[src/pll_lock_pkg.sv]
/*
 * Constants for the PLL lock status and clock divider block: register
 * indices, field positions, reset values and divider ratios.
 * Assumes a 32-bit AHB-Lite bus; byte address is four times the index.
 */
package pll_lock_pkg;

  // ==========================================================
  // Register indices (byte address = index * 4)
  localparam logic [11:0] IDX_CLK_DIV = 12'hd41;
  localparam logic [11:0] IDX_LOCK_STATUS = 12'hd44;
  localparam logic [11:0] IDX_REF_DIV = 12'hd4a;
  localparam logic [11:0] IDX_IRQ_STATUS = 12'hd50;
  localparam logic [11:0] IDX_IRQ_MASK = 12'hd51;

  // ==========================================================
  // Register selects held through the data phase
  localparam logic [2:0] SEL_NONE = 3'h0;
  localparam logic [2:0] SEL_CLK_DIV = 3'h1;
  localparam logic [2:0] SEL_LOCK = 3'h2;
  localparam logic [2:0] SEL_REF_DIV = 3'h3;
  localparam logic [2:0] SEL_IRQ_STAT = 3'h4;
  localparam logic [2:0] SEL_IRQ_MASK = 3'h5;

  // ==========================================================
  // Field positions
  localparam int VCO_SEL_LSB = 3;
  localparam int LOCK_GAINED_BIT = 1;
  localparam int LOCK_LOST_BIT = 2;
  localparam int CLR_GAINED_BIT = 3;
  localparam int CLR_LOST_BIT = 4;
  localparam int IRQ_GAINED_BIT = 0;
  localparam int IRQ_LOST_BIT = 1;

  // ==========================================================
  // Reset values
  localparam logic [1:0] VCO_SEL_RESET = 2'h0;
  localparam logic [2:0] CLK_RSVD_RESET = 3'h7;
  localparam logic [5:0] REF_CODE_RESET = 6'h02;
  localparam logic [1:0] IRQ_MASK_RESET = 2'h0;

  // ==========================================================
  // Divider ratios
  localparam logic [3:0] VCO_RATIO_SEL0 = 4'h6;
  localparam logic [3:0] VCO_RATIO_SEL1 = 4'h8;
  localparam logic [3:0] VCO_RATIO_SEL2 = 4'ha;
  localparam logic [5:0] REF_CODE_MIN = 6'h02;

endpackage : pll_lock_pkg

[src/pll_lock_status_and_dividers.sv]
/*
 * PLL lock sticky flags, VCO output divider and serializer PLL
 * reference divider, with an AHB-Lite register slave and interrupt.
 * Assumes pll_lock_slow is asynchronous to hclk; dividers emit one
 * hclk-wide tick per divided period.
 */
`timescale 1ns/1ps

module pll_lock_status_and_dividers
  import pll_lock_pkg::*;
(
  // Clock and reset
  input wire logic hclk,
  input wire logic hresetn,
  // AHB-Lite slave
  input wire logic hsel,
  input wire logic [31:0] haddr,
  input wire logic [1:0] htrans,
  input wire logic hwrite,
  input wire logic [2:0] hsize,
  input wire logic [31:0] hwdata,
  input wire logic hready,
  output logic [31:0] hrdata,
  output logic hreadyout,
  output logic hresp,
  // PLL side
  input wire logic pll_lock_slow,
  output logic vco_div_tick,
  output logic ref_div_tick,
  output logic [1:0] vco_output_divider_select,
  output logic [5:0] serializer_ref_div_code,
  // Interrupt
  output logic irq
);

  typedef struct packed {
    logic sync1;
    logic sync2;
    logic lock_prev;
    logic lock_seen;
    logic lock_gained;
    logic lock_lost;
    logic clr_gained;
    logic clr_lost;
    logic [1:0] vco_sel;
    logic [2:0] clk_rsvd;
    logic [5:0] ref_code;
    logic [1:0] irq_stat;
    logic [1:0] irq_mask;
    logic [3:0] vco_cnt;
    logic [5:0] ref_cnt;
    logic vco_tick;
    logic ref_tick;
    logic dp_write;
    logic [2:0] dp_sel;
    logic [31:0] rdata;
    logic irq;
    logic ready;
  } state_s;

  localparam state_s STATE_RESET = '{
    vco_sel: VCO_SEL_RESET,
    clk_rsvd: CLK_RSVD_RESET,
    ref_code: REF_CODE_RESET,
    irq_mask: IRQ_MASK_RESET,
    dp_sel: SEL_NONE,
    default: '0
  };

  state_s s_q;
  state_s s_d;

  // ==========================================================
  // Address decode
  function automatic logic [2:0] decode(input logic [31:0] a);
    logic [2:0] r;
    r = SEL_NONE;
    if (a == {18'h0, IDX_CLK_DIV, 2'b00}) r = SEL_CLK_DIV;
    if (a == {18'h0, IDX_LOCK_STATUS, 2'b00}) r = SEL_LOCK;
    if (a == {18'h0, IDX_REF_DIV, 2'b00}) r = SEL_REF_DIV;
    if (a == {18'h0, IDX_IRQ_STATUS, 2'b00}) r = SEL_IRQ_STAT;
    if (a == {18'h0, IDX_IRQ_MASK, 2'b00}) r = SEL_IRQ_MASK;
    return r;
  endfunction : decode

  function automatic logic [3:0] vco_ratio(input logic [1:0] sel);
    logic [3:0] r;
    unique case (sel)
      2'b00: r = VCO_RATIO_SEL0;
      2'b01: r = VCO_RATIO_SEL1;
      2'b10: r = VCO_RATIO_SEL2;
      2'b11: r = 4'h0;
    endcase
    return r;
  endfunction : vco_ratio

  logic addr_take;
  logic wr;
  logic rise;
  logic fall;
  logic gained_clr;
  logic lost_clr;
  logic [1:0] irq_set;
  logic [2:0] asel;
  logic [3:0] vratio;

  always_comb begin
    s_d = s_q;
    addr_take = hsel && htrans[1] && hready;
    asel = decode(haddr);
    wr = s_q.dp_write;

    // ========================================================
    // Data phase writes
    if (wr && s_q.dp_sel == SEL_CLK_DIV) begin
      s_d.vco_sel = hwdata[VCO_SEL_LSB +: 2];
      s_d.clk_rsvd = hwdata[2:0];
    end
    if (wr && s_q.dp_sel == SEL_LOCK) begin
      s_d.clr_gained = hwdata[CLR_GAINED_BIT];
      s_d.clr_lost = hwdata[CLR_LOST_BIT];
    end
    if (wr && s_q.dp_sel == SEL_REF_DIV) begin
      s_d.ref_code = hwdata[5:0];
    end
    if (wr && s_q.dp_sel == SEL_IRQ_MASK) begin
      s_d.irq_mask = hwdata[1:0];
    end

    // ========================================================
    // Lock indicator synchroniser and sticky flags
    s_d.sync1 = pll_lock_slow;
    s_d.sync2 = s_q.sync1;
    s_d.lock_prev = s_q.sync2;
    rise = s_q.sync2 && !s_q.lock_prev;
    fall = !s_q.sync2 && s_q.lock_prev && s_q.lock_seen;
    if (rise) s_d.lock_seen = 1'b1;
    gained_clr = s_q.clr_gained && !s_d.clr_gained;
    lost_clr = s_q.clr_lost && !s_d.clr_lost;
    s_d.lock_gained = (s_q.lock_gained && !gained_clr) || rise;
    s_d.lock_lost = (s_q.lock_lost && !lost_clr) || fall;

    // ========================================================
    // Interrupt status: set wins over read-clear
    irq_set = 2'b00;
    irq_set[IRQ_GAINED_BIT] = rise;
    irq_set[IRQ_LOST_BIT] = fall;
    s_d.irq_stat = s_q.irq_stat | irq_set;

    // ========================================================
    // Address phase: capture select and read data
    s_d.dp_write = addr_take && hwrite;
    s_d.dp_sel = addr_take ? asel : SEL_NONE;
    s_d.ready = 1'b1;
    s_d.rdata = s_q.rdata;
    if (addr_take && !hwrite) begin
      s_d.rdata = 32'h0;
      unique case (asel)
        SEL_CLK_DIV: s_d.rdata[4:0] = {s_d.vco_sel, s_d.clk_rsvd};
        SEL_LOCK: begin
          s_d.rdata[CLR_LOST_BIT] = s_d.clr_lost;
          s_d.rdata[CLR_GAINED_BIT] = s_d.clr_gained;
          s_d.rdata[LOCK_LOST_BIT] = s_d.lock_lost;
          s_d.rdata[LOCK_GAINED_BIT] = s_d.lock_gained;
        end
        SEL_REF_DIV: s_d.rdata[5:0] = s_d.ref_code;
        SEL_IRQ_STAT: s_d.rdata[1:0] = s_d.irq_stat;
        SEL_IRQ_MASK: s_d.rdata[1:0] = s_d.irq_mask;
        default: s_d.rdata = 32'h0;
      endcase
      if (asel == SEL_IRQ_STAT) s_d.irq_stat = s_q.irq_stat & ~s_q.irq_stat | irq_set;
    end
    s_d.irq = |(s_d.irq_stat & s_d.irq_mask);

    // ========================================================
    // VCO output divider
    vratio = vco_ratio(s_q.vco_sel);
    s_d.vco_tick = 1'b0;
    if (vratio == 4'h0) begin
      s_d.vco_cnt = 4'h0;
    end else if (s_q.vco_cnt >= vratio - 4'h1) begin
      s_d.vco_cnt = 4'h0;
      s_d.vco_tick = 1'b1;
    end else begin
      s_d.vco_cnt = s_q.vco_cnt + 4'h1;
    end

    // ========================================================
    // Serializer PLL reference divider
    s_d.ref_tick = 1'b0;
    if (s_q.ref_code < REF_CODE_MIN) begin
      s_d.ref_cnt = 6'h00;
    end else if (s_q.ref_cnt >= s_q.ref_code - 6'h01) begin
      s_d.ref_cnt = 6'h00;
      s_d.ref_tick = 1'b1;
    end else begin
      s_d.ref_cnt = s_q.ref_cnt + 6'h01;
    end
  end

  always_ff @(posedge hclk or negedge hresetn) begin
    if (!hresetn) begin
      s_q <= STATE_RESET;
    end else begin
      s_q <= s_d;
    end
  end

  assign hrdata = s_q.rdata;
  assign hreadyout = s_q.ready;
  assign hresp = 1'b0;
  assign irq = s_q.irq;
  assign vco_div_tick = s_q.vco_tick;
  assign ref_div_tick = s_q.ref_tick;
  assign vco_output_divider_select = s_q.vco_sel;
  assign serializer_ref_div_code = s_q.ref_code;

  // ==========================================================
  // Assertions
  a_vco_div_six: assert property (
    @(posedge hclk) disable iff (!hresetn)
    (s_q.vco_tick && s_q.vco_sel == 2'b00 && s_q.vco_cnt == 4'h0)
      ##1 (s_q.vco_sel == 2'b00 && !s_q.vco_tick)[*5] |=> s_q.vco_tick)
    else $error("VCO divide by 6 period wrong");

  a_vco_div_ten: assert property (
    @(posedge hclk) disable iff (!hresetn)
    (s_q.vco_tick && s_q.vco_sel == 2'b10 && s_q.vco_cnt == 4'h0)
      ##1 (s_q.vco_sel == 2'b10 && !s_q.vco_tick)[*8]
      ##1 (s_q.vco_sel == 2'b10 && !s_q.vco_tick) |=> s_q.vco_tick)
    else $error("VCO divide by 10 period wrong");

  a_gained_sets: assert property (
    @(posedge hclk) disable iff (!hresetn)
    (s_q.sync2 && !s_q.lock_prev) |=> s_q.lock_gained)
    else $error("Lock-gained flag not set on rising lock");

  a_gained_clear: assert property (
    @(posedge hclk) disable iff (!hresetn)
    $fell(s_q.clr_gained) && !$past(s_q.sync2 && !s_q.lock_prev) |-> !s_q.lock_gained)
    else $error("Lock-gained flag not cleared by pulse");

  a_lost_sets: assert property (
    @(posedge hclk) disable iff (!hresetn)
    (!s_q.sync2 && s_q.lock_prev && s_q.lock_seen) |=> s_q.lock_lost)
    else $error("Lock-lost flag not set on falling lock");

  a_lost_holds: assert property (
    @(posedge hclk) disable iff (!hresetn)
    s_q.lock_lost && !(s_q.clr_lost && !s_d.clr_lost) |=> s_q.lock_lost)
    else $error("Lock-lost flag dropped without clear pulse");

  a_ref_idle: assert property (
    @(posedge hclk) disable iff (!hresetn)
    (s_q.ref_code < REF_CODE_MIN)[*2] |-> !s_q.ref_tick)
    else $error("Reference divider ticks on code 0 or 1");

  a_reset_defaults: assert property (
    @(posedge hclk)
    !hresetn |=> (!s_q.lock_gained && !s_q.lock_lost && s_q.ref_code == REF_CODE_RESET
      && s_q.vco_sel == VCO_SEL_RESET))
    else $error("Reset state wrong");

  a_vco_div_eight: assert property (
    @(posedge hclk) disable iff (!hresetn)
    (s_q.vco_tick && s_q.vco_sel == 2'b01 && s_q.vco_cnt == 4'h0)
      ##1 (s_q.vco_sel == 2'b01 && !s_q.vco_tick)[*7] |=> s_q.vco_tick)
    else $error("VCO divide by 8 period wrong");

  a_vco_tick_pulse: assert property (
    @(posedge hclk) disable iff (!hresetn)
    s_q.vco_tick |=> !s_q.vco_tick)
    else $error("VCO divider tick wider than one cycle");

  a_vco_sel_write: assert property (
    @(posedge hclk) disable iff (!hresetn)
    s_q.dp_write && s_q.dp_sel == SEL_CLK_DIV
      |=> s_q.vco_sel == $past(hwdata[VCO_SEL_LSB +: 2]))
    else $error("VCO select write not taken");

  a_sync_chain: assert property (
    @(posedge hclk) disable iff (!hresetn)
    s_q.sync2 == $past(s_q.sync1) && s_q.lock_prev == $past(s_q.sync2))
    else $error("Lock indicator synchroniser skipped a stage");

  a_gained_event: assert property (
    @(posedge hclk) disable iff (!hresetn)
    (s_q.sync2 && !s_q.lock_prev) |=> s_q.irq_stat[IRQ_GAINED_BIT])
    else $error("Lock-gained event missing from interrupt status");

  a_gained_only_rise: assert property (
    @(posedge hclk) disable iff (!hresetn)
    $rose(s_q.lock_gained) |-> $past(s_q.sync2 && !s_q.lock_prev))
    else $error("Lock-gained flag set without rising lock");

  a_gained_holds: assert property (
    @(posedge hclk) disable iff (!hresetn)
    s_q.lock_gained && !(s_q.clr_gained && !s_d.clr_gained) |=> s_q.lock_gained)
    else $error("Lock-gained flag dropped without clear pulse");

  a_clr_gained_write: assert property (
    @(posedge hclk) disable iff (!hresetn)
    s_q.dp_write && s_q.dp_sel == SEL_LOCK
      |=> s_q.clr_gained == $past(hwdata[CLR_GAINED_BIT]))
    else $error("Lock-gained clear bit write not taken");

  a_lost_event: assert property (
    @(posedge hclk) disable iff (!hresetn)
    (!s_q.sync2 && s_q.lock_prev && s_q.lock_seen) |=> s_q.irq_stat[IRQ_LOST_BIT])
    else $error("Lock-lost event missing from interrupt status");

  a_lost_only_fall: assert property (
    @(posedge hclk) disable iff (!hresetn)
    $rose(s_q.lock_lost) |-> $past(!s_q.sync2 && s_q.lock_prev && s_q.lock_seen))
    else $error("Lock-lost flag set without falling lock");

  a_lost_clear: assert property (
    @(posedge hclk) disable iff (!hresetn)
    $fell(s_q.clr_lost) && !$past(!s_q.sync2 && s_q.lock_prev && s_q.lock_seen)
      |-> !s_q.lock_lost)
    else $error("Lock-lost flag not cleared by pulse");

  a_clr_lost_write: assert property (
    @(posedge hclk) disable iff (!hresetn)
    s_q.dp_write && s_q.dp_sel == SEL_LOCK
      |=> s_q.clr_lost == $past(hwdata[CLR_LOST_BIT]))
    else $error("Lock-lost clear bit write not taken");

  a_ref_code_write: assert property (
    @(posedge hclk) disable iff (!hresetn)
    s_q.dp_write && s_q.dp_sel == SEL_REF_DIV
      |=> s_q.ref_code == $past(hwdata[5:0]))
    else $error("Reference divider code write not taken");

  a_ref_div_two: assert property (
    @(posedge hclk) disable iff (!hresetn)
    (s_q.ref_tick && s_q.ref_code == REF_CODE_MIN)
      ##1 (s_q.ref_code == REF_CODE_MIN && !s_q.ref_tick) |=> s_q.ref_tick)
    else $error("Reference divide by 2 period wrong");

  a_ref_cnt_below: assert property (
    @(posedge hclk) disable iff (!hresetn)
    (s_q.ref_code >= REF_CODE_MIN && s_q.ref_cnt < s_q.ref_code)
      ##1 $stable(s_q.ref_code)
      |-> s_q.ref_cnt < s_q.ref_code)
    else $error("Reference divider count passed its code");

  a_ref_tick_pulse: assert property (
    @(posedge hclk) disable iff (!hresetn)
    s_q.ref_tick |=> !s_q.ref_tick)
    else $error("Reference divider tick wider than one cycle");

endmodule : pll_lock_status_and_dividers

[config.mk]
export PLATFORM = sky130hd
export DESIGN_NAME = pll_lock_status_and_dividers
export DESIGN_NICKNAME = d
export VERILOG_FILES = /design/src/pll_lock_pkg.sv /design/src/pll_lock_status_and_dividers.sv
export SDC_FILE = /design/constraint.sdc
export NUM_CORES = 1
export LEC_CHECK = 0
export ABC_AREA = 1
export BUFFER_PORTS_ARGS = -buffer_cell sky130_fd_sc_hd__buf_2
export CAP_MARGIN = 20
export CORE_MARGIN = 2
export CORE_UTILIZATION = 49
export DETAILED_ROUTE_END_ITERATION = 8
export GPL_TIMING_DRIVEN = 0
export PLACE_DENSITY = 0.81
export SLEW_MARGIN = 20
export SYNTH_ARGS = -nofsm -noshare
export SYNTH_HDL_FRONTEND = slang
export SYNTH_SLANG_ARGS = --single-unit
[constraint.sdc]
create_clock -name hclk -period 2.6 [get_ports hclk]
set_input_delay 0.52 -clock hclk [delete_from_list [all_inputs] [get_ports hclk]]
set_output_delay 0.52 -clock hclk [all_outputs]
set_load 0.005 [all_outputs]
==> results of run 1 <==
-- layout make-up --
cell class                      count  area (um^2)  share of cell area, %
Buffer                             42          319                   9.08
Clock buffer                        6         82.6                   2.35
Clock inverter                      2         16.3                  0.463
Inverter                           49          184                   5.23
Multi-Input combinational cell    263         1330                   37.7
Sequential cell                    47         1180                   33.6
Tap cell                           75         93.8                   2.67
Timing Repair Buffer               62          313                   8.90
-- stage by stage --
stage          hold slack (ns)  cells  area (um^2)  total power [mW]
4_1_cts                  0.320    546         3510              1.35
3_5_place_dp             0.337    538         3410             0.877
3_3_place_gp             0.333    538         3410             0.874
5_1_grt                  0.256    546         3510              1.40
6_report                 0.193    546         3510              1.33
2_1_floorplan            0.224    401         3010             0.818
-- routing by layer --
| metal | wire [um] | vias to the layer above | global-route usage [%] |
|---|---|---|---|
| met4 | 55 | 0 | 4.07 |
| met5 | 0 | - | 0 |
| met2 | 2580 | 69 | 30.7 |
| met3 | 303 | 6 | 3.00 |
| met1 | 2330 | 1051 | 23.0 |
| li1 | - | 1297 | - |
-- where the power goes --
part / internal (mW) / switching (mW) / total (mW) / leakage [nW]
logic: 0.0608 / 0.0666 / 0.127 / 1.38
registers: 0.734 / 0.00150 / 0.736 / 0.540
clock network: 0.217 / 0.248 / 0.465 / 0.0474
-- final timing paths --
kind | to | start | slack, ns | cells after the start
worst min-delay path | s_q[45]$_DFF_PN0_ | hresetn | 0.19 | 1
max in group asynchronous | vco_output_divider_select[0]$_DFF_PN0_ | hresetn | 2.00 | 1
worst max-delay path | s_q[44]$_DFF_PN0_ | serializer_ref_div_code[3]$_DFF_PN0_ | 0.37 | 9
min in group hclk | s_d[71]$_DFF_PN0_ | pll_lock_slow | 0.33 | 1
worst min register to register | s_d[70]$_DFF_PN0_ | s_d[71]$_DFF_PN0_ | 0.35 | 0
worst max register to register | s_q[44]$_DFF_PN0_ | serializer_ref_div_code[3]$_DFF_PN0_ | 0.37 | 9
-- cells in the mapped netlist --
cell type  count
nor2_2         6
inv_2          1
nor2_4         2
a21oi_1        7
a211oi_1       1
inv_1         48
nand3_2        2
o211ai_1       1
nor3_1         1
buf_6          1
conb_1         2
nor4_1         1
a31oi_1        3
or2_2          2
nor2_8         1
nor2_1        54
o21ai_2        5
o21ai_1        7
o21ai_0        4
nand2_2        2
nand3b_1       1
ha_1          12
dfrtp_1       43
xor2_1         4
buf_4         41
dfstp_2        4
nand4_1        7
nand2_1       86
nand3_1       19
xnor2_1        5
o21a_1         1
o31ai_1        1
-- cell families (layout without fill, tap and decap cells) --
| group | Yosys count | after routing | synth area share (%) |
|---|---|---|---|
| and+or+nand+nor | 184 | 184 | 27.8 |
| DFF | 47 | 47 | 40.6 |
| xor gates and xnor gates | 9 | 9 | 2.71 |
| buffers and inverters | 91 | 161 | 17.3 |
| adders and majority gates | 12 | 12 | 5.16 |
| AOI/OAI and AO/OA | 30 | 30 | 6.27 |
| other | 2 | 28 | 0.258 |
-- critical path: cells and delay by family, from the launching register on --
family	cells	cell delay, ns
AOI/OAI and AO/OA	3	0.45
adders and majority gates	1	0.29
buffers and inverters	1	0.07
DFF	1	0.45
and+or+nand+nor	4	0.89
-- sequential cells by signal, summed over array words and instances, names as in the netlist --
register	count
hrdata	6
s_q	26
serializer_ref_div_code	6
irq	1
wr	1
vco_output_divider_select	2
s_d	2
vco_div_tick	1
hreadyout	1
ref_div_tick	1
-- cell usage in the layout (no fill, tap or decap), types with 3 or more instances in the layout --
cell type  count
nor2_1        54
o21ai_2        5
ha_1          12
nor2_2         6
a31oi_1        3
dfstp_2        4
o21ai_0        4
a21oi_1        7
xor2_1         4
nand3_1       19
clkbuf_8       6
dfrtp_1       43
xnor2_1        5
conb_1        28
o21ai_1        7
inv_1         48
buf_2         61
buf_4         42
nand2_1       86
nand4_1        7
==> metrics.yaml, run 1 <==
cts_setup_buffers: 0
clk_latency_ns: 0.30
end_kind: "flop"
die_width_um: 81.1
final_core_util_pct: 60.4
ys_seq_area_share_pct: 40.6
ctsHoldBuffers: 0
finalClockSkew_ns: 0.00880
maxSlewHeadroom_pct: 62.2
diodes: 0
htreeDepth: 2
rsz0062_at_grt: "no"
pin_count: 120
setup_ws_ns: 0.371
syn_area_per_cell_um2: 7.76
fillCellCount: 532
synth_area_leaders: "dfrtp_1 (37%), nand2_1 (11%), buf_4 (11%)"
setup_viol: 0
final_layout_size_suffix_gt1_share_pct: 29.1
avgRoutedWirePerCell_um: 9.66
viasPerCell: 4.44
cts_tree: "done"
fmax_mhz: 449
synthToLayoutAreaGrowth_pct: 20.7
clk_pin_slew_ns: 0.09
finalCriticalPeriod_ns: 2.23
core_um2: 5820
clock_path_buffers: 2
globalplace.congestion: 0.858
synth_top_area_share_pct: 37.0
initial_core_util_pct: 50.1
ant_nets: 0
tightest_slew_ns: 0.567
crit_path_start_kind: "flop"
dp_slack_ns: 0.352
netlist_instances: 375
netlist_area_um2: 2910
first_pass_iters: 4
grt_pass1_wl_um: 9180
report.final.slew_viol_count: 0
drc: 0
cts_sinks: 47
grt-ovfl-total: 0
grt_max_degree: 48
outcome: "finished, final reports clean"
crit_path_top_delay_cell: "dfrtp_1"
grt_usage_pct: 17.7
cpPeakStageDelay_ns: 0.45
vias: 2423
dp_hpwl_um: 4320
power_density_nw_per_um2: 378
cp.arrival_ns: 2.45
crit_type: "flop to flop"
yosysWarnings: 0
antenna_found_initial: 0
hold_path.class: "input pin to async pin"
worstPathMaxFanout: 6
drv_cap: 0
synth.distinct_cells: 32
vdd_drop_max_mv: 0.215
fin_crit_sh_pct: 85.7
drt-total-wl_um: 5270
crit_required_ns: 2.82
cts_buffers: 5
std_cell_rows: 28
synth_seq_cells: 47
power.leakage_nw: 1.97
die_h_um: 81.1
grt_pass1_vias: 2164
portBuffers: 62
root_buffer: "clkbuf_8"
drtIter0Drc: 132
cts_resized: 0
hold_viol_final: 0
setup_tns_ns: 0
synth_top_area_cell: "dfrtp_1"
nets: 557
path_cells: "nor4_1 -> nand2_1 -> o21ai_0 -> inv_1 -> ha_1 -> a21oi_1 -> o21a_1 -> nand4_1 -> nor2_1"
dieArea_um2: 6570
Power figures use the tool's default switching activity.
==> inputs of run 2 (changes only) <==
--- a/config.mk
+++ b/config.mk
@@ -11,7 +11,6 @@
 export CORE_MARGIN = 2
 export CORE_UTILIZATION = 49
 export DETAILED_ROUTE_END_ITERATION = 8
-export GPL_TIMING_DRIVEN = 0
 export PLACE_DENSITY = 0.81
 export SLEW_MARGIN = 20
 export SYNTH_ARGS = -nofsm -noshare
==> metrics.yaml, run 2 (synthesis results as in run 1) <==
vdd_drop_max_mv: 0.208
rsz0062_at_grt: "no"
largest-register: "s_q"
grt_usage_pct: 18.1
ctsHoldBuffers: 0
drc: 0
timing.rr.end: "s_q[40]$_DFF_PN0_"
synthToLayoutAreaGrowth_pct: 11.5
clk_latency_ns: 0.30
crit_path_top_delay_cell: "dfrtp_1"
grt_pass1_vias: 2189
grt_pass1_wl_um: 9160
power_frac_comb_pct: 7.0
drt-total-wl_um: 5610
grt_max_degree: 48
cts_tree: "done"
htreeDepth: 2
clockPowerShare_pct: 42.6
clk_pin_slew_ns: 0.08
crit_type: "flop to flop"
fin_cells: 505
outcome: "finished, final reports clean"
dp_slack_ns: 0.278
avgRoutedWirePerCell_um: 11.1
setup_ws_ns: 0.296
nets: 516
p_int_mw: 1.16
diodes: 0
cpPeakStageDelay_ns: 0.44
final_core_util_pct: 55.8
clock_path_buffers: 2
cts_sinks: 47
cts_buffers: 5
hold_viol_final: 0
die_width_um: 81.1
initial_core_util_pct: 50.1
std_cell_rows: 28
grt-ovfl-total: 0
fin_crit_sh_pct: 88.6
dp_hpwl_um: 4370
portBuffers: 62
p_seq_share_pct: 50.4
critPathBufInv: 1
layout_common_cells: "nand2_1 (86), buf_2 (62), nor2_1 (54)"
drv_cap: 0
hold_path.class: "input pin to async pin"
fillCellCount: 540
antenna_found_initial: 0
power_density_nw_per_um2: 449
crit_path_start_kind: "flop"
largest_reg_flops: 26
worstPathMaxFanout: 6
finalCriticalPeriod_ns: 2.30
ant_nets: 0
rr_worst_depth: 9
power_mw: 1.46
root_buffer: "clkbuf_8"
dieArea_um2: 6570
cts_resized: 0
end_kind: "flop"
setup_viol: 0
placed_cells_incl_taps: 497
critPathTopFamily: "simple AND/OR/NAND/NOR gates"
final_layout_size_suffix_gt1_share_pct: 22.1
cts_setup_buffers: 0
core_um2: 5820
layout_commonest_cell: "nand2_1"
reg2reg_slack_ns: 0.30
switching_share_pct: 20.8
first_pass_iters: 4
cp.arrival_ns: 2.53
power.leakage_nw: 1.77
report.final.slew_viol_count: 0
finalClockSkew_ns: 0.00535
die_h_um: 81.1
setup_tns_ns: 0
viasPerCell: 4.69
vias: 2367
p_sw_uw: 303
crit_required_ns: 2.83
fmax_mhz: 434
path_cells: "nor4_1 -> nand2_1 -> o21ai_0 -> inv_1 -> ha_1 -> a21oi_1 -> o21a_1 -> nand4_1 -> nor2_1"
timing.rr.start: "serializer_ref_div_code[3]$_DFF_PN0_"
pin_count: 120
globalplace.congestion: 0.848
drtIter0Drc: 166
-- run 2: cell count changes in the layout (fill, tap and decap cells not counted), sizes merged --
cell      before  now
clkinvlp       1    0
bufinv         0    2
buf          104   63
clkinv         1    0
-- run 2: power by group through the flow --
stage / sequential (mW) / combinational, mW / clock (mW)
after floorplan: 0.750 / 0.0680 / 0
after global placement: 0.750 / 0.0987 / 0
after detailed placement: 0.750 / 0.103 / 0
after CTS: 0.735 / 0.103 / 0.633
after global routing: 0.736 / 0.118 / 0.669
final: 0.735 / 0.102 / 0.622
-- run 2: stage by stage --
stage | cell area [um^2] | hold WS (ns)
finish | 3250 | 0.188
detailed placement | 3110 | 0.343
global route | 3250 | 0.203
global placement | 3110 | 0.333
floorplan | 3010 | 0.224
CTS | 3250 | 0.198
-- run 2: how the worst max path moves through the flow --
stage | start | end | slack, ns | depth (start not counted)
floorplan | serializer_ref_div_code[3]$_DFF_PN0_ | s_q[40]$_DFF_PN0_ | 0.65 | 9
global placement | serializer_ref_div_code[3]$_DFF_PN0_ | s_q[40]$_DFF_PN0_ | 0.38 | 9
detailed placement | serializer_ref_div_code[3]$_DFF_PN0_ | s_q[40]$_DFF_PN0_ | 0.28 | 9
CTS | serializer_ref_div_code[3]$_DFF_PN0_ | s_q[40]$_DFF_PN0_ | 0.31 | 9
global route | serializer_ref_div_code[3]$_DFF_PN0_ | s_q[40]$_DFF_PN0_ | 0.002 | 10
finish | serializer_ref_div_code[3]$_DFF_PN0_ | s_q[40]$_DFF_PN0_ | 0.30 | 9
-- run 2: layout make-up --
| type | instances | area (um^2) | area share [%] |
|---|---|---|---|
| Inverter | 49 | 184 | 5.66 |
| Tap cell | 75 | 93.8 | 2.89 |
| Clock inverter | 2 | 60.1 | 1.85 |
| Sequential cell | 47 | 1180 | 36.4 |
| Clock buffer | 6 | 72.6 | 2.24 |
| Timing Repair Buffer | 63 | 330 | 10.2 |
| Multi-Input combinational cell | 263 | 1330 | 40.8 |
-- run 2: routing by layer --
| layer | routed length (um) | vias up | track usage [%] |
|---|---|---|---|
| met5 | 0 | - | 0 |
| met4 | 95 | 0 | 6.44 |
| met3 | 382 | 11 | 4.22 |
| met2 | 2770 | 79 | 33.5 |
| met1 | 2360 | 1062 | 20.2 |
| li1 | - | 1215 | - |
